--- config.mk ---
export PLATFORM = sky130hd
export DESIGN_NAME = ldc_core
export DESIGN_NICKNAME = d
export VERILOG_FILES = /design/src/hw/ldc_pkg.sv /design/src/hw/ldc_chan.sv /design/src/hw/ldc_core.sv
export VERILOG_INCLUDE_DIRS = /design/src /design/src/hw
export SDC_FILE = /design/constraint.sdc
export NUM_CORES = 1
export LEC_CHECK = 0
export BUFFER_PORTS_ARGS = -buffer_cell sky130_fd_sc_hd__buf_2
export CORE_ASPECT_RATIO = 2
export CORE_MARGIN = 5
export CORE_UTILIZATION = 50
export CTS_CLUSTER_DIAMETER = 60
export DETAILED_ROUTE_END_ITERATION = 12
export GPL_TIMING_DRIVEN = 1
export PLACE_DENSITY = 0.72
export SETUP_SLACK_MARGIN = 0.5
export SLEW_MARGIN = 20
export SYNTH_ARGS = -nofsm -noshare
export SYNTH_HDL_FRONTEND = slang
export SYNTH_SLANG_ARGS = --single-unit
--- constraint.sdc ---
create_clock -name sys_clk -period 10.4 [get_ports sys_clk]
set_input_delay 1.04 -clock sys_clk [delete_from_list [all_inputs] [get_ports sys_clk]]
set_output_delay 1.04 -clock sys_clk [all_outputs]
set_load 0.005 [all_outputs]
--- src/hw/ldc_params.svh ---
`ifndef LDC_PARAMS_SVH
`define LDC_PARAMS_SVH

// ------------------------------------------------------------
// register byte offsets
// ------------------------------------------------------------
`define LDC_OFS_CTRL 6'h00
`define LDC_OFS_MODE_CURVE 6'h04
`define LDC_OFS_RAMP_EN 6'h08
`define LDC_OFS_CODE0 6'h0c
`define LDC_OFS_CODE1 6'h10
`define LDC_OFS_CODE2 6'h14
`define LDC_OFS_DUTY0 6'h18
`define LDC_OFS_DUTY1 6'h1c
`define LDC_OFS_DUTY2 6'h20
`define LDC_OFS_STATUS 6'h24

// ------------------------------------------------------------
// field positions
// ------------------------------------------------------------
`define LDC_CTRL_FS_BIT 0
`define LDC_CTRL_SHDN_BIT 1
`define LDC_CTRL_SHDN_STAT_BIT 2
`define LDC_ANIM_LSB 0
`define LDC_CURVE_LSB 4
`define LDC_RAMP_ON_LSB 0
`define LDC_RAMP_TIME_LSB 4
`define LDC_STAT_BUSY_LSB 24

// ------------------------------------------------------------
// reset values
// ------------------------------------------------------------
`define LDC_FS_RESET 1'b0
`define LDC_CODE_RESET 8'h00
`define LDC_DUTY_RESET 8'h00
`define LDC_TIME_RESET 4'h0

// ------------------------------------------------------------
// timing
// ------------------------------------------------------------
`define LDC_CLK_KHZ 100000
`define LDC_OSC_KHZ 6000
`define LDC_OSC_DIV (`LDC_CLK_KHZ / `LDC_OSC_KHZ)
`define LDC_PWM_TOP 8'hfe
`define LDC_RAMP_UNIT_MS 50
`define LDC_RAMP_STEPS 256
`define LDC_STEP_UNIT_CYC ((`LDC_RAMP_UNIT_MS * `LDC_CLK_KHZ) / `LDC_RAMP_STEPS)
`define LDC_SCL_LOW_MS 10
`define LDC_SCL_LOW_CYC (`LDC_SCL_LOW_MS * `LDC_CLK_KHZ)

// ramp time codes above the linear range, in 50 ms units
`define LDC_RAMP_LIN_MAX 4'ha
`define LDC_RAMP_U_B 8'd20
`define LDC_RAMP_U_C 8'd40
`define LDC_RAMP_U_D 8'd80
`define LDC_RAMP_U_E 8'd120
`define LDC_RAMP_U_F 8'd160

`endif

--- src/hw/ldc_pkg.sv ---
`include "ldc_params.svh"
package ldc_pkg;

    typedef logic [7:0] ldc_duty_t;
    typedef logic [8:0] ldc_cur_t;

    typedef enum logic {
        LDC_BUS_IDLE = 1'b0,
        LDC_BUS_ANSWER = 1'b1
    } ldc_bus_e;

    // perceptual curve: 3-bit exponent, 5-bit mantissa
    function automatic ldc_duty_t ldc_exp_map(input ldc_duty_t x);
        logic [12:0] v;
        v = 13'({8'h20 + {3'h0, x[4:0]}}) << x[7:5];
        if (x == 8'h00) begin
            return 8'h00;
        end else if (x == 8'hff) begin
            return 8'hff;
        end else begin
            return v[12:5];
        end
    endfunction

    // ramp time code to 50 ms units
    function automatic logic [7:0] ldc_ramp_units(input logic [3:0] code);
        case (code)
            4'hb: return `LDC_RAMP_U_B;
            4'hc: return `LDC_RAMP_U_C;
            4'hd: return `LDC_RAMP_U_D;
            4'he: return `LDC_RAMP_U_E;
            4'hf: return `LDC_RAMP_U_F;
            default: return {4'h0, code};
        endcase
    endfunction

endpackage

--- src/hw/ldc_chan.sv ---
`timescale 1ns/1ps
`include "ldc_params.svh"

module ldc_chan #(
    parameter int STEP_UNIT_CYC = `LDC_STEP_UNIT_CYC
) (
    input wire logic sys_clk,
    input wire logic rst,
    input wire ldc_pkg::ldc_duty_t target,
    input wire logic ramp_on,
    input wire logic [3:0] time_code,
    input wire logic auto_sel,
    input wire ldc_pkg::ldc_duty_t anim_duty,
    input wire logic curve_sel,
    input wire ldc_pkg::ldc_duty_t pwm_cnt,
    input wire logic shutdown,
    output logic pwm_out,
    output ldc_pkg::ldc_duty_t present
);
    import ldc_pkg::*;

    logic [31:0] step_cnt_reg;
    logic [31:0] interval;
    logic [7:0] units;
    ldc_duty_t sel_duty;
    ldc_duty_t shaped;

    assign units = ldc_ramp_units(time_code);
    assign interval = 32'(units) * 32'(STEP_UNIT_CYC);

    // ------------------------------------------------------------
    // ramp
    // ------------------------------------------------------------
    // a new target mid-ramp just redirects from the present value
    always_ff @(posedge sys_clk or posedge rst) begin
        if (rst) begin
            present <= `LDC_DUTY_RESET;
            step_cnt_reg <= 32'h0;
        end else if (!ramp_on || units == 8'h00) begin
            present <= target;
            step_cnt_reg <= 32'h0;
        end else if (present == target) begin
            step_cnt_reg <= 32'h0;
        end else if (step_cnt_reg >= interval - 32'h1) begin
            step_cnt_reg <= 32'h0;
            // one of 256 steps per T/256
            if (present < target) begin
                present <= present + 8'h1;
            end else begin
                present <= present - 8'h1;
            end
        end else begin
            step_cnt_reg <= step_cnt_reg + 32'h1;
        end
    end

    // ------------------------------------------------------------
    // source, curve, compare
    // ------------------------------------------------------------
    assign sel_duty = auto_sel ? anim_duty : present;
    // curve after the ramp so the ramp walks the curve
    assign shaped = curve_sel ? ldc_exp_map(sel_duty) : sel_duty;

    always_ff @(posedge sys_clk or posedge rst) begin
        if (rst) begin
            pwm_out <= 1'b0;
        end else begin
            pwm_out <= !shutdown && (pwm_cnt < shaped);
        end
    end

    AST_RAMP_ONE_STEP: assert property (@(posedge sys_clk) disable iff (rst)
        ramp_on && $past(ramp_on) && units != 8'h00 && $past(units) != 8'h00
        |-> (present - $past(present) == 8'h1) || ($past(present) - present == 8'h1)
            || present == $past(present))
        else $error("ramp moved by more than one step");

    AST_DIRECT_NOW: assert property (@(posedge sys_clk) disable iff (rst)
        !ramp_on ##1 !ramp_on |-> present == $past(target))
        else $error("direct duty not applied at once");

    AST_ANIM_SRC: assert property (@(posedge sys_clk) disable iff (rst)
        auto_sel && !curve_sel && !shutdown |=> pwm_out == ($past(pwm_cnt) < $past(anim_duty)))
        else $error("animation duty not used");

    AST_LIN_FULL: assert property (@(posedge sys_clk) disable iff (rst)
        !shutdown && !curve_sel && sel_duty == 8'hff |=> pwm_out)
        else $error("full duty not fully on");

    AST_ZERO_OFF: assert property (@(posedge sys_clk) disable iff (rst)
        shaped == 8'h00 |=> !pwm_out)
        else $error("zero duty not off");

    AST_EXP_TRACK: assert property (@(posedge sys_clk) disable iff (rst)
        curve_sel && !auto_sel && !shutdown
        |=> pwm_out == ($past(pwm_cnt) < ldc_exp_map($past(present))))
        else $error("curve not applied");

endmodule

--- src/hw/ldc_core.sv ---
// Operation
// - global full-scale bit, 25.5/51 mA, resets 0
// - per-channel 8-bit current code, resets zero
// - current equals full-scale times code over 255
// - average current is current times duty
// - 8-bit pwm near 24.5 kHz from a 6.25 MHz tick
// - animation off: duty from direct register
// - ramp off: new duty applies at once
// - ramp on: duty slides to new value
// - animation on: duty from animation input
// - per-channel linear or exponential curve select
// - ramp spans 256 steps over period T
// - ramp can step along exponential curve
// - 4-bit ramp time code table
// - shutdown by command or long low clock
`timescale 1ns/1ps
`include "ldc_params.svh"

module ldc_core #(
    parameter int STEP_UNIT_CYC = `LDC_STEP_UNIT_CYC,
    parameter int SCL_LOW_CYC = `LDC_SCL_LOW_CYC
) (
    input wire logic sys_clk,
    input wire logic rst,
    input wire logic [5:0] avs_address,
    input wire logic avs_read,
    input wire logic avs_write,
    input wire logic [31:0] avs_writedata,
    input wire logic [3:0] avs_byteenable,
    output logic [31:0] avs_readdata,
    output logic avs_waitrequest,
    input wire logic scl_in,
    input wire ldc_pkg::ldc_duty_t anim_duty0,
    input wire ldc_pkg::ldc_duty_t anim_duty1,
    input wire ldc_pkg::ldc_duty_t anim_duty2,
    output logic pwm_out0,
    output logic pwm_out1,
    output logic pwm_out2,
    output ldc_pkg::ldc_cur_t current0,
    output ldc_pkg::ldc_cur_t current1,
    output ldc_pkg::ldc_cur_t current2,
    output logic shutdown
);
    import ldc_pkg::*;

    // ------------------------------------------------------------
    // state
    // ------------------------------------------------------------
    ldc_bus_e bus_reg;
    logic full_scale_bit;
    logic shdn_cmd_reg;
    logic shdn_scl_reg;
    logic [31:0] scl_low_cnt_reg;
    logic [2:0] animation_select;
    logic [2:0] curve_select;
    logic [2:0] ramp_on;
    logic [3:0] ramp_time_code;
    ldc_duty_t channel_current_code [0:2];
    ldc_duty_t direct_duty [0:2];
    ldc_duty_t anim_duty [0:2];
    ldc_duty_t present [0:2];
    logic [2:0] pwm_bits;
    ldc_cur_t cur_next [0:2];
    logic [4:0] osc_div_reg;
    logic osc_tick;
    ldc_duty_t pwm_cnt_reg;
    logic access;
    logic wr_en;
    logic [31:0] rd_next;

    assign anim_duty[0] = anim_duty0;
    assign anim_duty[1] = anim_duty1;
    assign anim_duty[2] = anim_duty2;

    // ------------------------------------------------------------
    // avalon slave
    // ------------------------------------------------------------
    // one wait cycle per access; idle waitrequest stays high
    assign access = (avs_read || avs_write) && bus_reg == LDC_BUS_IDLE;
    assign wr_en = avs_write && bus_reg == LDC_BUS_ANSWER && avs_byteenable[0];

    always_ff @(posedge sys_clk or posedge rst) begin
        if (rst) begin
            bus_reg <= LDC_BUS_IDLE;
            avs_waitrequest <= 1'b1;
        end else begin
            case (bus_reg)
                LDC_BUS_IDLE: begin
                    if (access) begin
                        bus_reg <= LDC_BUS_ANSWER;
                        avs_waitrequest <= 1'b0;
                    end
                end
                LDC_BUS_ANSWER: begin
                    bus_reg <= LDC_BUS_IDLE;
                    avs_waitrequest <= 1'b1;
                end
                default: begin
                    bus_reg <= LDC_BUS_IDLE;
                    avs_waitrequest <= 1'b1;
                end
            endcase
        end
    end

    always_comb begin
        rd_next = 32'h0;
        case (avs_address)
            `LDC_OFS_CTRL: begin
                rd_next[`LDC_CTRL_FS_BIT] = full_scale_bit;
                rd_next[`LDC_CTRL_SHDN_BIT] = shdn_cmd_reg;
                rd_next[`LDC_CTRL_SHDN_STAT_BIT] = shutdown;
            end
            `LDC_OFS_MODE_CURVE: begin
                rd_next[`LDC_ANIM_LSB +: 3] = animation_select;
                rd_next[`LDC_CURVE_LSB +: 3] = curve_select;
            end
            `LDC_OFS_RAMP_EN: begin
                rd_next[`LDC_RAMP_ON_LSB +: 3] = ramp_on;
                rd_next[`LDC_RAMP_TIME_LSB +: 4] = ramp_time_code;
            end
            `LDC_OFS_CODE0: rd_next[7:0] = channel_current_code[0];
            `LDC_OFS_CODE1: rd_next[7:0] = channel_current_code[1];
            `LDC_OFS_CODE2: rd_next[7:0] = channel_current_code[2];
            `LDC_OFS_DUTY0: rd_next[7:0] = direct_duty[0];
            `LDC_OFS_DUTY1: rd_next[7:0] = direct_duty[1];
            `LDC_OFS_DUTY2: rd_next[7:0] = direct_duty[2];
            `LDC_OFS_STATUS: begin
                rd_next[23:0] = {present[2], present[1], present[0]};
                for (int i = 0; i < 3; i++) begin
                    rd_next[`LDC_STAT_BUSY_LSB + i] = present[i] != direct_duty[i];
                end
            end
            default: rd_next = 32'h0;
        endcase
    end

    // read data taken with the edge that drops waitrequest
    always_ff @(posedge sys_clk or posedge rst) begin
        if (rst) begin
            avs_readdata <= 32'h0;
        end else if (access && avs_read) begin
            avs_readdata <= rd_next;
        end
    end

    // ------------------------------------------------------------
    // register file
    // ------------------------------------------------------------
    always_ff @(posedge sys_clk or posedge rst) begin
        if (rst) begin
            full_scale_bit <= `LDC_FS_RESET;
            shdn_cmd_reg <= 1'b0;
            animation_select <= 3'h0;
            curve_select <= 3'h0;
            ramp_on <= 3'h0;
            ramp_time_code <= `LDC_TIME_RESET;
            for (int i = 0; i < 3; i++) begin
                channel_current_code[i] <= `LDC_CODE_RESET;
                direct_duty[i] <= `LDC_DUTY_RESET;
            end
        end else if (wr_en) begin
            case (avs_address)
                `LDC_OFS_CTRL: begin
                    full_scale_bit <= avs_writedata[`LDC_CTRL_FS_BIT];
                    shdn_cmd_reg <= avs_writedata[`LDC_CTRL_SHDN_BIT];
                end
                `LDC_OFS_MODE_CURVE: begin
                    animation_select <= avs_writedata[`LDC_ANIM_LSB +: 3];
                    curve_select <= avs_writedata[`LDC_CURVE_LSB +: 3];
                end
                `LDC_OFS_RAMP_EN: begin
                    ramp_on <= avs_writedata[`LDC_RAMP_ON_LSB +: 3];
                    ramp_time_code <= avs_writedata[`LDC_RAMP_TIME_LSB +: 4];
                end
                `LDC_OFS_CODE0: channel_current_code[0] <= avs_writedata[7:0];
                `LDC_OFS_CODE1: channel_current_code[1] <= avs_writedata[7:0];
                `LDC_OFS_CODE2: channel_current_code[2] <= avs_writedata[7:0];
                `LDC_OFS_DUTY0: direct_duty[0] <= avs_writedata[7:0];
                `LDC_OFS_DUTY1: direct_duty[1] <= avs_writedata[7:0];
                `LDC_OFS_DUTY2: direct_duty[2] <= avs_writedata[7:0];
                default: begin
                end
            endcase
        end
    end

    AST_FS_WRITE: assert property (@(posedge sys_clk) disable iff (rst)
        avs_write && !avs_waitrequest && avs_byteenable[0] && avs_address == `LDC_OFS_CTRL
        |=> full_scale_bit == $past(avs_writedata[`LDC_CTRL_FS_BIT]))
        else $error("full-scale bit not written");

    AST_BUS_ANSWER: assert property (@(posedge sys_clk) disable iff (rst)
        (avs_read || avs_write) && avs_waitrequest |=> !avs_waitrequest ##1 avs_waitrequest)
        else $error("bus answer not one cycle");

    // ------------------------------------------------------------
    // shutdown
    // ------------------------------------------------------------
    // clock held low long enough means the host wants sleep
    always_ff @(posedge sys_clk or posedge rst) begin
        if (rst) begin
            scl_low_cnt_reg <= 32'h0;
            shdn_scl_reg <= 1'b0;
        end else if (scl_in) begin
            scl_low_cnt_reg <= 32'h0;
            shdn_scl_reg <= 1'b0;
        end else if (scl_low_cnt_reg >= 32'(SCL_LOW_CYC - 1)) begin
            shdn_scl_reg <= 1'b1;
        end else begin
            scl_low_cnt_reg <= scl_low_cnt_reg + 32'h1;
        end
    end

    always_ff @(posedge sys_clk or posedge rst) begin
        if (rst) begin
            shutdown <= 1'b0;
        end else begin
            shutdown <= shdn_cmd_reg || shdn_scl_reg;
        end
    end

    AST_SCL_SHDN: assert property (@(posedge sys_clk) disable iff (rst)
        shdn_scl_reg |=> shutdown)
        else $error("long low clock did not shut down");

    // ------------------------------------------------------------
    // pwm time base
    // ------------------------------------------------------------
    // whole divide truncates: tick 6.25 MHz, period near 24.5 kHz, no jitter
    assign osc_tick = osc_div_reg == 5'(`LDC_OSC_DIV - 1);

    always_ff @(posedge sys_clk or posedge rst) begin
        if (rst) begin
            osc_div_reg <= 5'h0;
        end else if (osc_tick) begin
            osc_div_reg <= 5'h0;
        end else begin
            osc_div_reg <= osc_div_reg + 5'h1;
        end
    end

    always_ff @(posedge sys_clk or posedge rst) begin
        if (rst) begin
            pwm_cnt_reg <= 8'h00;
        end else if (osc_tick) begin
            // top of 254 so a setting of 255 never goes low
            pwm_cnt_reg <= (pwm_cnt_reg == `LDC_PWM_TOP) ? 8'h00 : pwm_cnt_reg + 8'h1;
        end
    end

    AST_PWM_WRAP: assert property (@(posedge sys_clk) disable iff (rst)
        osc_tick && pwm_cnt_reg == `LDC_PWM_TOP |=> pwm_cnt_reg == 8'h00)
        else $error("pwm period wrong");

    // ------------------------------------------------------------
    // channels
    // ------------------------------------------------------------
    for (genvar g = 0; g < 3; g++) begin : g_chan
        ldc_chan #(
            .STEP_UNIT_CYC(STEP_UNIT_CYC)
        ) u_chan (
            .sys_clk(sys_clk),
            .rst(rst),
            .target(direct_duty[g]),
            .ramp_on(ramp_on[g]),
            .time_code(ramp_time_code),
            .auto_sel(animation_select[g]),
            .anim_duty(anim_duty[g]),
            .curve_sel(curve_select[g]),
            .pwm_cnt(pwm_cnt_reg),
            .shutdown(shutdown),
            .pwm_out(pwm_bits[g]),
            .present(present[g])
        );
    end

    assign pwm_out0 = pwm_bits[0];
    assign pwm_out1 = pwm_bits[1];
    assign pwm_out2 = pwm_bits[2];

    // ------------------------------------------------------------
    // analog current
    // ------------------------------------------------------------
    // in 0.1 mA units: 25.5 mA scale is code, 51 mA scale is twice code
    always_comb begin
        for (int i = 0; i < 3; i++) begin
            cur_next[i] = {1'b0, channel_current_code[i]} << full_scale_bit;
        end
    end

    always_ff @(posedge sys_clk or posedge rst) begin
        if (rst) begin
            current0 <= 9'h000;
            current1 <= 9'h000;
            current2 <= 9'h000;
        end else begin
            // gated with pwm downstream, giving the product average
            current0 <= shutdown ? 9'h000 : cur_next[0];
            current1 <= shutdown ? 9'h000 : cur_next[1];
            current2 <= shutdown ? 9'h000 : cur_next[2];
        end
    end

    AST_CUR_SCALE: assert property (@(posedge sys_clk) disable iff (rst)
        !shutdown |=> current0 == ({1'b0, $past(channel_current_code[0])} << $past(full_scale_bit)))
        else $error("current scale wrong");

    AST_CUR_ZERO: assert property (@(posedge sys_clk) disable iff (rst)
        channel_current_code[1] == 8'h00 |=> current1 == 9'h000)
        else $error("zero code gives current");

endmodule

* After elaboration in Yosys (flattened, before gate mapping) *
Index checks and enable logic that the tools add are counted.

word-level totals
  bits in registers = 289
  output and inout port bits = 64
  word-level logic and storage cells = 185

cells by class
  add/sub/neg operators = 16
  multiply operators = 1
  magnitude comparators = 10
  equal/unequal tests = 30
  shift-type cells = 6
  mux-type cells = 52
  bitwise operators = 1
  reductions and logical operators = 37

operators with widths
  cell                     count
  $mux W32                 11
  $mux W8                  25
  $add A32 B1 Y32 const B  4
  $ge A32 B32 Y1           3
  $lt A8 B8 Y1             6
  $pmux W8 S5              1
  $shl A8 B3 Y13           3
  $add A8 B1 Y8 const B    4
  $eq A8 B8 Y1 const B     4
  $ge A32 B20 Y1 const B   1
  $logic_not A8 Y1         4
  $pmux W3 S10             1
  $mux W9                  3
  $pmux W3 S9              1
  $shl A8 B1 Y9            3
  $eq A6 B5 Y1 const B     4
  $eq A8 B8 Y1             3
  $ne A8 B8 Y1             3
  $reduce_and A2 Y1        12
  $sub A23 B1 Y24 const B  1
  $sub A8 B1 Y8 const B    3
  $mul A8 B15 Y23 const B  1
  $add A6 B5 Y7 const A    3
  $eq A4 B4 Y1 const B     5
  19 further kinds         44

* Longest topological paths before layout *
Gate-level depths: netlist of run 1.

  depth in word-level cells = 8
  mapped depth = 33
  depth with buffers taken out = 31

* Modules after synthesis *
Synthesis of run 1 repeated with hierarchy kept, for this count alone.

second synthesis, totals
  cells, all modules = 2,757
  area, all modules = 25,353.1 um^2

modules (own cells, without submodules)
  module                       instances  cells each  area each (um^2)  seq. area each (um^2)
  ldc_core                     1          652         7,529.7           4,155.2
  ldc_chan (g_chan[0].u_chan)  1          705         5,969.5           1,026.0
  ldc_chan (g_chan[1].u_chan)  1          701         5,936.9           1,026.0
  ldc_chan (g_chan[2].u_chan)  1          699         5,916.9           1,026.0

* Worst setup path after synthesis of run 1 *
Ideal clock, no wire load.

  path type = reg-to-reg
  from = reg ramp_time_code[2]
  to = reg g_chan[1].u_chan.step_cnt_reg[10]
  setup time = 0.071 ns
  arrival time = 6.851 ns
  required time = 10.329 ns
  setup slack = 3.477 ns
  stages on the path, launching flop included = 34
  cell sequence = dfrtp_1 inv_1 ha_1 a21oi_1 nor2b_1 a21oi_1 ha_1 ha_1 xor2_1 ha_1 inv_1 fa_1 inv_1 ha_1 o211ai_1 o21a_1 a211o_1 a211o_1 a21oi_1 o21ai_0 nand2b_1 a21oi_1 xor2_1 ha_1 a2111oi_0 o21ai_0 a211oi_1 o21ai_0 a21oi_1 nor2_1 or4b_1 clkbuf_1 buf_2 nor2_1

on the way
  cells in the longest elaborated chain, start to end = 8

ends and longest elaborated chain
  element                   line             text
  start: declaration        ldc_core.sv:57   logic [3:0] ramp_time_code;
  start signal: assignment  ldc_core.sv:157  ramp_time_code <= `LDC_TIME_RESET;
  start signal: assignment  ldc_core.sv:174  ramp_time_code <= avs_writedata[`LDC_RAMP_TIME_LSB +: 4];
  $eq A4 B4 Y1              ldc_pkg.sv:27    case (code)
  $pmux W8 S5 (*)           ldc_pkg.sv:27
  $mul A8 B15 Y23           ldc_chan.sv:29   assign interval = 32'(units) * 32'(STEP_UNIT_CYC);
  $sub A23 B1 Y24           ldc_chan.sv:44   end else if (step_cnt_reg >= interval - 32'h1) begin
  $ge A32 B32 Y1            ldc_chan.sv:44
  $mux W32                  ldc_chan.sv:44
  $mux W32                  ldc_chan.sv:42   end else if (present == target) begin
  $mux W32 (*)              ldc_chan.sv:39   end else if (!ramp_on || units == 8'h00) begin
  end signal: assignment    ldc_chan.sv:53   step_cnt_reg <= step_cnt_reg + 32'h1;
  end: declaration          ldc_chan.sv:22   logic [31:0] step_cnt_reg;

Mark *: on every way between the ends. The rest lies on a longest branch, timed or not.
A chain may end at the register's enable or synchronous reset.

* Worst setup path after layout of run 1 *
  from = reg ramp_time_code[2]
  to = reg g_chan[2].u_chan.step_cnt_reg[11]

on the way
  cells in the longest elaborated chain, start to end = 8

ends and longest elaborated chain
  element                 line
  $eq A4 B4 Y1            ldc_pkg.sv:27
  $pmux W8 S5 (*)         ldc_pkg.sv:27
  $mul A8 B15 Y23         ldc_chan.sv:29
  $sub A23 B1 Y24         ldc_chan.sv:44
  $ge A32 B32 Y1          ldc_chan.sv:44
  $mux W32                ldc_chan.sv:44
  $mux W32                ldc_chan.sv:42
  $mux W32 (*)            ldc_chan.sv:39
  end signal: assignment  ldc_chan.sv:53
  end: declaration        ldc_chan.sv:22

Marks and branches as above.

==> run metrics, run 1 <==
worst-case clock skew=10.3 ps; Placement Rows=just over 100; number of warnings printed during yosys synthesis=0; Critical Path Fanout Max=32; CP delay by family, top=compound AO/OA/AOI/OAI gates; number of enable-type register cells in the synthesized netlist=0; Post-DRT Antenna Nets=0; run status=finished, final reports clean; most numerous cell on the critical path=ha_1; logic gate share of total power=0.270; global-route usage over all layers=0.243; IO Count=between 100 and 150; Resized cells post-CTS=0; worst-case setup slack after placement=1710 ps; Max-slew headroom=0.294; count of mapped cells out of synthesis=2073; Power per Cell Area=146 nW/um^2; peak clock frequency supported by timing=between 100 and 150 MHz; startpoint type of the worst setup path=flop; number of buffers inserted by port buffering=102; Worst Hold Slack=454 ps; final cycle utilization of the critical path=0.841; global-route met3 utilization=0.0273; Final Hold Violating Endpoints=0; GR peak layer=met2; clock latency at the later pin of the worst-skew pair=560 ps; top library cells by usage in the layout, fill and taps aside=dfrtp_1, nor2_1, ha_1; average instance area after synthesis=9.43 sq um; end-of-flow core utilization=0.556; DRT Pass-1 Iters=5; Sequential Power Share=0.381; clock network power share=0.349; RSZ-0062 raised after global routing=false; crit-path max cell delay=~1000 ps; Slew Limit Fails=0; maximum clock insertion buffer count=3; aggregate routed wire length=53000 um; Post-CTS Setup Bufs=0; die width=around 150 um; crit path max-delay cell type=or4b_2; mean routed wirelength per cell=19.7 um; global routing met1 resource utilization=0.242; iteration-0 DRC count of the detailed router=989; Main synth FF type=dfrtp_1; effective utilization at floorplan=0.506; first-pass GRT wire length=84200 um; weighted congestion at the end of routability-driven global placement=roughly 0.96; TritonCTS Sinks=slightly below 300; leading cell type in the layout, fill and taps excluded=dfrtp_1; net load switching power=1.03 mW; count of buffering cells on the critical path with inverters included=2; antenna violations before repair=3; final critical-path required period=8740 ps; TNS Setup=0 ps; Fillers=3382; number of failing setup endpoints in the final timing report=0; height of the die=between 200 and 300 um; peak supply drop=between 0.00015 and 0.0002 V; share of synthesized registers carrying an async set or reset=1.00; Synth Cell Area=about 20000 sq um; leak pwr=between 10 and 15 nW; Post-route DRC=0; TritonCTS clock tree=built; leftover overflow at the end of global routing=0; vias after detailed routing=around 16k; transition at the pin with the smallest max-transition slack=between 1000 and 1500 ps; Min-Delay Path Class=reg -> reg; worst endpoint required time=10880 ps; number of flip-flops in the largest register=96; total number of H-tree levels=1; max cap viols=0; post-cts hold buffer count=0; share of the yosys chip area belonging to registers=0.370; switch share=0.328; flip-flop and latch count after synthesis=289; arrival time at the worst endpoint=roughly 9200 ps; via count of the first global-routing pass=16.1k; distinct cell type count after synthesis=69; slack of the critical path=approximately 1700 ps; clock buffers created by TritonCTS=27; fraction of layout instances using a drive strength above 1=0.113; detailed placer's ending HPWL=40600 um; global routing usage on met2=0.471; internal power consumption=2.11 mW; Clock Root Buffer=clkbuf_16; number of nets in the finished design=2449; classification of the worst setup path=reg -> reg; clock transition at the registers of the reported paths=70 ps; signed area change from the synthesized netlist to the final layout=9.96%; full die area=43400 sq um; via-per-instance ratio=5.90; Critical Path Sink Type=flop; area of the placeable core=38700 sq um; maximum number of pins on one net before global-route repair=166
-- cell usage after synthesis, drive strengths merged (12+ instances only) --
cell type / count / area (sq um)
nand3: 82 / 410
nor4: 12 / 81.3
o221ai: 12 / 105
nor2: 234 / 878
a21oi: 99 / 495
and4: 15 / 131
a21o: 37 / 278
dfrtp: 288 / 7210
buf: 21 / 116
and2: 19 / 119
fa: 21 / 420
clkbuf: 47 / 176
nand2b: 19 / 119
xnor2: 61 / 553
ha: 210 / 2630
xor2: 97 / 857
nor2b: 29 / 181
nand2: 174 / 653
nand4: 45 / 282
and3: 25 / 156
inv: 121 / 454
mux2i: 59 / 591
mux2: 67 / 754
o21ai: 97 / 485
a31oi: 22 / 138
nor3: 19 / 106
-- layer usage --
metal | wire length [um] | share of wire | vias up
met5 | 0 | 0 | -
met4 | 3860 | 0.073 | 0
met3 | 1870 | 0.035 | 188
met2 | 29100 | 0.55 | 460
met1 | 18200 | 0.34 | 7772
li1 | - | - | 7463
-- final timing paths --
| path | startpoint | depth (start not counted) | end | slack [ps] |
|---|---|---|---|---|
| worst max-delay path | ramp_time_code[2] | 27 | g_chan[2].u_chan.step_cnt_reg[11] | 1660 |
| worst min-delay path | shdn_scl_reg | 1 | shutdown | 450 |
| worst max register to register | ramp_time_code[2] | 27 | g_chan[2].u_chan.step_cnt_reg[11] | 1660 |
| worst min register to register | shdn_scl_reg | 1 | shutdown | 450 |
| max in group asynchronous | rst | 3 | scl_low_cnt_reg[17] | 8200 |
| min in group asynchronous | rst | 2 | current2[8] | 650 |
-- kinds of logic (layout without fill, tap and decap cells) --
family,count (synthesis),in the layout,share of synthesized area
xor gates and xnor gates,158,158,0.0721
AOI/OAI and AO/OA,379,379,0.126
other,1,8,0.000192
adders and majority gates,231,231,0.156
DFF,289,289,0.370
and+or+nand+nor,700,700,0.169
muxes,126,126,0.0688
buffers and inverters,189,280,0.0382
-- area by class of cell --
cell class	count	area (sq um)	share of cell area
multi-input cells	1599	11600	0.540
flip-flops and latches	289	7230	0.336
clock buffers	35	756	0.0351
well taps	520	651	0.0303
repair buffers	109	576	0.0268
inverters	121	462	0.0215
clock inverters	15	215	0.0100
diodes	3	7.51	0.000349
-- power by group through the flow --
stage / registers [mW] / clock network, mW / logic [mW]
floorplan: 1.19 / 0 / 0.602
global placement: 1.22 / 0 / 0.806
detailed placement: 1.22 / 0 / 0.843
CTS: 1.19 / 1.11 / 0.849
global route: 1.20 / 1.16 / 0.946
finish: 1.20 / 1.10 / 0.847
-- metrics by stage --
stage	std cells	power, mW	instance area (sq um)
after floorplan	2077	1.80	19600
after global placement	2638	2.02	20500
after detailed placement	2638	2.06	20500
after CTS	2688	3.16	21500
after global routing	2691	3.30	21500
final	2691	3.14	21500
-- worst reg2reg max path, cell delays in order, from the launching register on --
cell and delay, ps:
dfrtp_1 470, ha_1 390, o21ai_0 840, ha_1 380, ha_1 280, ha_1 130
inv_1 50, fa_1 490, inv_1 40, ha_1 350, nor2b_1 150, o21ai_0 200
a21oi_1 170, o41ai_1 600, a21oi_1 240, a211o_1 310, a21o_1 220, a31oi_1 200
xor2_1 200, ha_1 250, a2111oi_0 410, o21ai_0 210, a211oi_1 250, o21ai_0 170
a21oi_1 360, nor2_1 70, or4b_2 980, nor2_1 240
Note: power is estimated with default switching activity, not from simulation.
==> run 2, diff against run 1 <==
--- a/config.mk
+++ b/config.mk
@@ -6,6 +6,7 @@
 export SDC_FILE = /design/constraint.sdc
 export NUM_CORES = 1
 export LEC_CHECK = 0
+export ABC_AREA = 1
 export BUFFER_PORTS_ARGS = -buffer_cell sky130_fd_sc_hd__buf_2
 export CORE_ASPECT_RATIO = 2
 export CORE_MARGIN = 5
@@ -13,7 +14,7 @@
 export CTS_CLUSTER_DIAMETER = 60
 export DETAILED_ROUTE_END_ITERATION = 12
 export GPL_TIMING_DRIVEN = 1
-export PLACE_DENSITY = 0.72
+export PLACE_DENSITY = 0.74
 export SETUP_SLACK_MARGIN = 0.5
 export SLEW_MARGIN = 20
 export SYNTH_ARGS = -nofsm -noshare
==> constraint.sdc (replaced) <==
create_clock -name sys_clk -period 7.5 [get_ports sys_clk]
set_input_delay 0.75 -clock sys_clk [delete_from_list [all_inputs] [get_ports sys_clk]]
set_output_delay 0.75 -clock sys_clk [all_outputs]
set_load 0.005 [all_outputs]
==> run 2 against run 1 <==
Compared with the run above: sequential power rose by 38%; worst hold slack got worse by 93 ps; worst setup slack got worse by 700 ps; critical path depth rose by 10; non-clock buffer count rose by 22; sequential share of layout area fell by 1.8 points; first-iteration DRC count rose by 1.3%; synthesized cell count rose by 26%.
==> run metrics, run 2 <==
most repeated cell in the gate-level netlist after synthesis=nand2_1 (was dfrtp_1); number of enable-type register cells in the synthesized netlist=0 (unchanged); post-cts hold buffer count=0 (unchanged); Final Hold Violating Endpoints=0 (unchanged); distinct cell type count after synthesis=61 (was 69); global-route usage over all layers=0.263 (was 0.243); max cap viols=0 (unchanged); die width=153 um (was 150 um); worst reg2reg setup slack=960 ps (was 1660 ps); end of the critical path=g_chan[0].u_chan.step_cnt_reg[14] (was g_chan[2].u_chan.step_cnt_reg[11]); TritonCTS Sinks=289 (unchanged); IO Count=135 (unchanged); flip-flop and latch count after synthesis=289 (unchanged); most numerous cell on the critical path=nand2_1 (was ha_1); leak pwr=11.1 nW (was 10.2 nW); first-pass GRT wire length=95800 um (was 84200 um); startpoint type of the worst setup path=flop (unchanged); worst-case clock skew=13.5 ps (was 10.3 ps); Post-DRT Antenna Nets=0 (unchanged); number of nets in the finished design=3022 (was 2449); weighted congestion at the end of routability-driven global placement=0.970 (was 0.959); Tot Pwr=4.55 mW (was 3.14 mW); logic gate share of total power=0.278 (was 0.270); maximum clock insertion buffer count=3 (unchanged); worst reg2reg startpoint=ramp_time_code[2] (unchanged); fraction of layout instances using a drive strength above 1=0.110 (was 0.113); share of synthesized registers carrying an async set or reset=1.00 (unchanged); vias after detailed routing=18.3k (was 15.9k); leftover overflow at the end of global routing=0 (unchanged); switch share=0.334 (was 0.328); top library cells by usage in the layout, fill and taps aside=nand2_1, inv_1, dfrtp_1 (was dfrtp_1, nor2_1, ha_1); leading cell type in the layout, fill and taps excluded=nand2_1 (was dfrtp_1); detailed placer's ending HPWL=47400 um (was 40600 um); maximum number of pins on one net before global-route repair=156 (was 166); run status=finished, final reports clean (unchanged); Clock Root Buffer=clkbuf_16 (unchanged); Max-slew headroom=0.290 (was 0.294); number of flip-flops in the largest register=96 (unchanged); clock network power share=0.358 (was 0.349); number of buffers inserted by port buffering=102 (unchanged); net load switching power=1.52 mW (was 1.03 mW); DRT Pass-1 Iters=6 (was 5); signed area change from the synthesized netlist to the final layout=11.2% (was 9.96%); clock transition at the registers of the reported paths=70 ps (about the same); global-route met3 utilization=0.0269 (was 0.0273); leading cell types by total area after synthesis=dfrtp_1, ha_1, nand2_1, inv_1, o21ai_0 (was dfrtp_1, ha_1, nor2_1, xor2_1, mux2_2); RSZ-0062 raised after global routing=false (unchanged); via-per-instance ratio=5.60 (was 5.90); TritonCTS clock tree=built (unchanged); peak clock frequency supported by timing=153 MHz (was 114 MHz); average instance area after synthesis=7.84 sq um (was 9.43 sq um); Power per Cell Area=200 nW/um^2 (was 146 nW/um^2); clock buffers created by TritonCTS=28 (was 27); global routing usage on met2=0.509 (was 0.471); crit path launch=ramp_time_code[2] (unchanged); Post-synth top cells=nand2_1, inv_1, dfrtp_1 (was dfrtp_1, nor2_1, ha_1); Sequential Power Share=0.364 (was 0.381); via count of the first global-routing pass=18.8k (was 16.1k); arrival time at the worst endpoint=7030 ps (was 9220 ps); final cycle utilization of the critical path=0.873 (was 0.841); peak supply drop=0.000246 V (was 0.000172 V); Critical Path Fanout Max=20 (was 32); Synth Cell Area=20400 sq um (was 19600 sq um); transition at the pin with the smallest max-transition slack=1050 ps (was 1030 ps); effective utilization at floorplan=0.507 (was 0.506); Fillers=3745 (was 3382); share of the yosys chip area belonging to registers=0.354 (was 0.370); crit-path max cell delay=530 ps (was 980 ps); full die area=45300 sq um (was 43400 sq um); Post-route DRC=0 (unchanged); aggregate routed wire length=60100 um (was 53000 um); Worst Hold Slack=361 ps (was 454 ps); global routing met1 resource utilization=0.244 (was 0.242); number of warnings printed during yosys synthesis=0 (unchanged); classification of the worst setup path=reg -> reg (unchanged); Critical Path Sink Type=flop (unchanged); Slew Limit Fails=0 (unchanged); count of mapped cells out of synthesis=2607 (was 2073); Worst R2R Path Depth=37 (was 27); clock latency at the later pin of the worst-skew pair=570 ps (was 560 ps); mean routed wirelength per cell=18.4 um (was 19.7 um); internal power consumption=3.03 mW (was 2.11 mW); post-synth top area cell=dfrtp_1 (unchanged); diodes inserted=0 (was 3); final critical-path required period=6540 ps (was 8740 ps); share of the synthesized area in the top cell type=0.353 (was 0.369); crit path max-delay cell type=fa_1 (was or4b_2); TNS Setup=0 ps (unchanged); iteration-0 DRC count of the detailed router=1002 (was 989); Crit Reg-Reg Endpoint=g_chan[0].u_chan.step_cnt_reg[14] (was g_chan[2].u_chan.step_cnt_reg[11]); Min-Delay Path Class=in -> async (was reg -> reg); antenna violations before repair=0 (was 3); worst endpoint required time=7990 ps (was 10880 ps); number of failing setup endpoints in the final timing report=0 (unchanged); height of the die=296 um (was 290 um); area of the placeable core=40300 sq um (was 38700 sq um); Placement Rows=104 (was 102); GR peak layer=met2 (unchanged); total number of H-tree levels=1 (unchanged); Main synth FF type=dfrtp_1 (unchanged)
[run 2: cells by family after synthesis]
| logic type | after synthesis | share of synthesized area |
|---|---|---|
| XOR/XNOR | 101 | 0.0433 |
| other | 1 | 0.000183 |
| AO/OA/AOI/OAI | 439 | 0.120 |
| adder cells (fa/ha/maj) | 231 | 0.149 |
| AND/OR/NAND/NOR | 1099 | 0.245 |
| multiplexers | 9 | 0.00477 |
| flip-flops | 289 | 0.354 |
| buffers and inverters | 438 | 0.0843 |
[run 2: how the worst min path moves through the flow]
| stage | slack, ps | endpoint | depth (start not counted) | startpoint |
|---|---|---|---|---|
| 3_5_place_dp | 460 | osc_div_reg[0] | 1 | osc_div_reg[0] |
| 6_report | 360 | g_chan[0].u_chan.step_cnt_reg[24] | 2 | rst |
| 2_1_floorplan | 430 | shutdown | 1 | shdn_scl_reg |
| 4_1_cts | 390 | g_chan[0].u_chan.step_cnt_reg[24] | 2 | rst |
| 3_3_place_gp | 440 | shutdown | 1 | shdn_scl_reg |
| 5_1_grt | 440 | g_chan[0].u_chan.step_cnt_reg[24] | 2 | rst |
[run 2: routing by layer]
| metal | vias to the layer above | routed length, um |
|---|---|---|
| li1 | 8826 | - |
| met1 | 8687 | 19500 |
| met2 | 546 | 32300 |
| met3 | 274 | 2010 |
| met4 | 0 | 6230 |
| met5 | - | 0 |
[run 2: area by class of cell]
type                    count  area, sq um  area share
flip-flops and latches    289         7230       0.318
clock buffers              37          786      0.0346
repair buffers            131          741      0.0326
multi-input cells        1884        11600       0.510
inverters                 386         1450      0.0639
clock inverters            14          262      0.0115
well taps                 530          663      0.0292
[run 2: power by group through the flow]
stage                     Clock, mW  Sequential (mW)  Combinational, mW
after floorplan                   0             1.66              0.795
after global placement            0             1.68               1.18
after detailed placement          0             1.68               1.23
after CTS                      1.65             1.66               1.24
after global routing           1.72             1.66               1.40
final                          1.63             1.66               1.27
[run 2: worst max-delay path: cells and delay by family, from the launching register on]
family / cells / cell delay, ps
buf+inv: 5 / 590
xor+xnor: 2 / 390
fa+ha+maj: 7 / 2220
simple gates: 16 / 1800
compound gates: 7 / 990
flops: 1 / 450
[run 2: what timing repair did]
item                       4_1_cts  5_1_grt
gates resized for setup          1       16
buffers inserted                 0        1
pin swaps                        0        1
setup endpoints to repair        7      120
[run 2: through the flow]
stage / instance area [sq um] / cells / util / setup WS [ps]
6_report: 22700 / 3271 / 0.564 / 956
5_1_grt: 22700 / 3271 / 0.564 / 533
4_1_cts: 22600 / 3270 / 0.561 / 523
3_5_place_dp: 21600 / 3219 / 0.535 / 497
3_3_place_gp: 21600 / 3219 / 0.535 / 671
2_1_floorplan: 20500 / 2611 / - / 1450
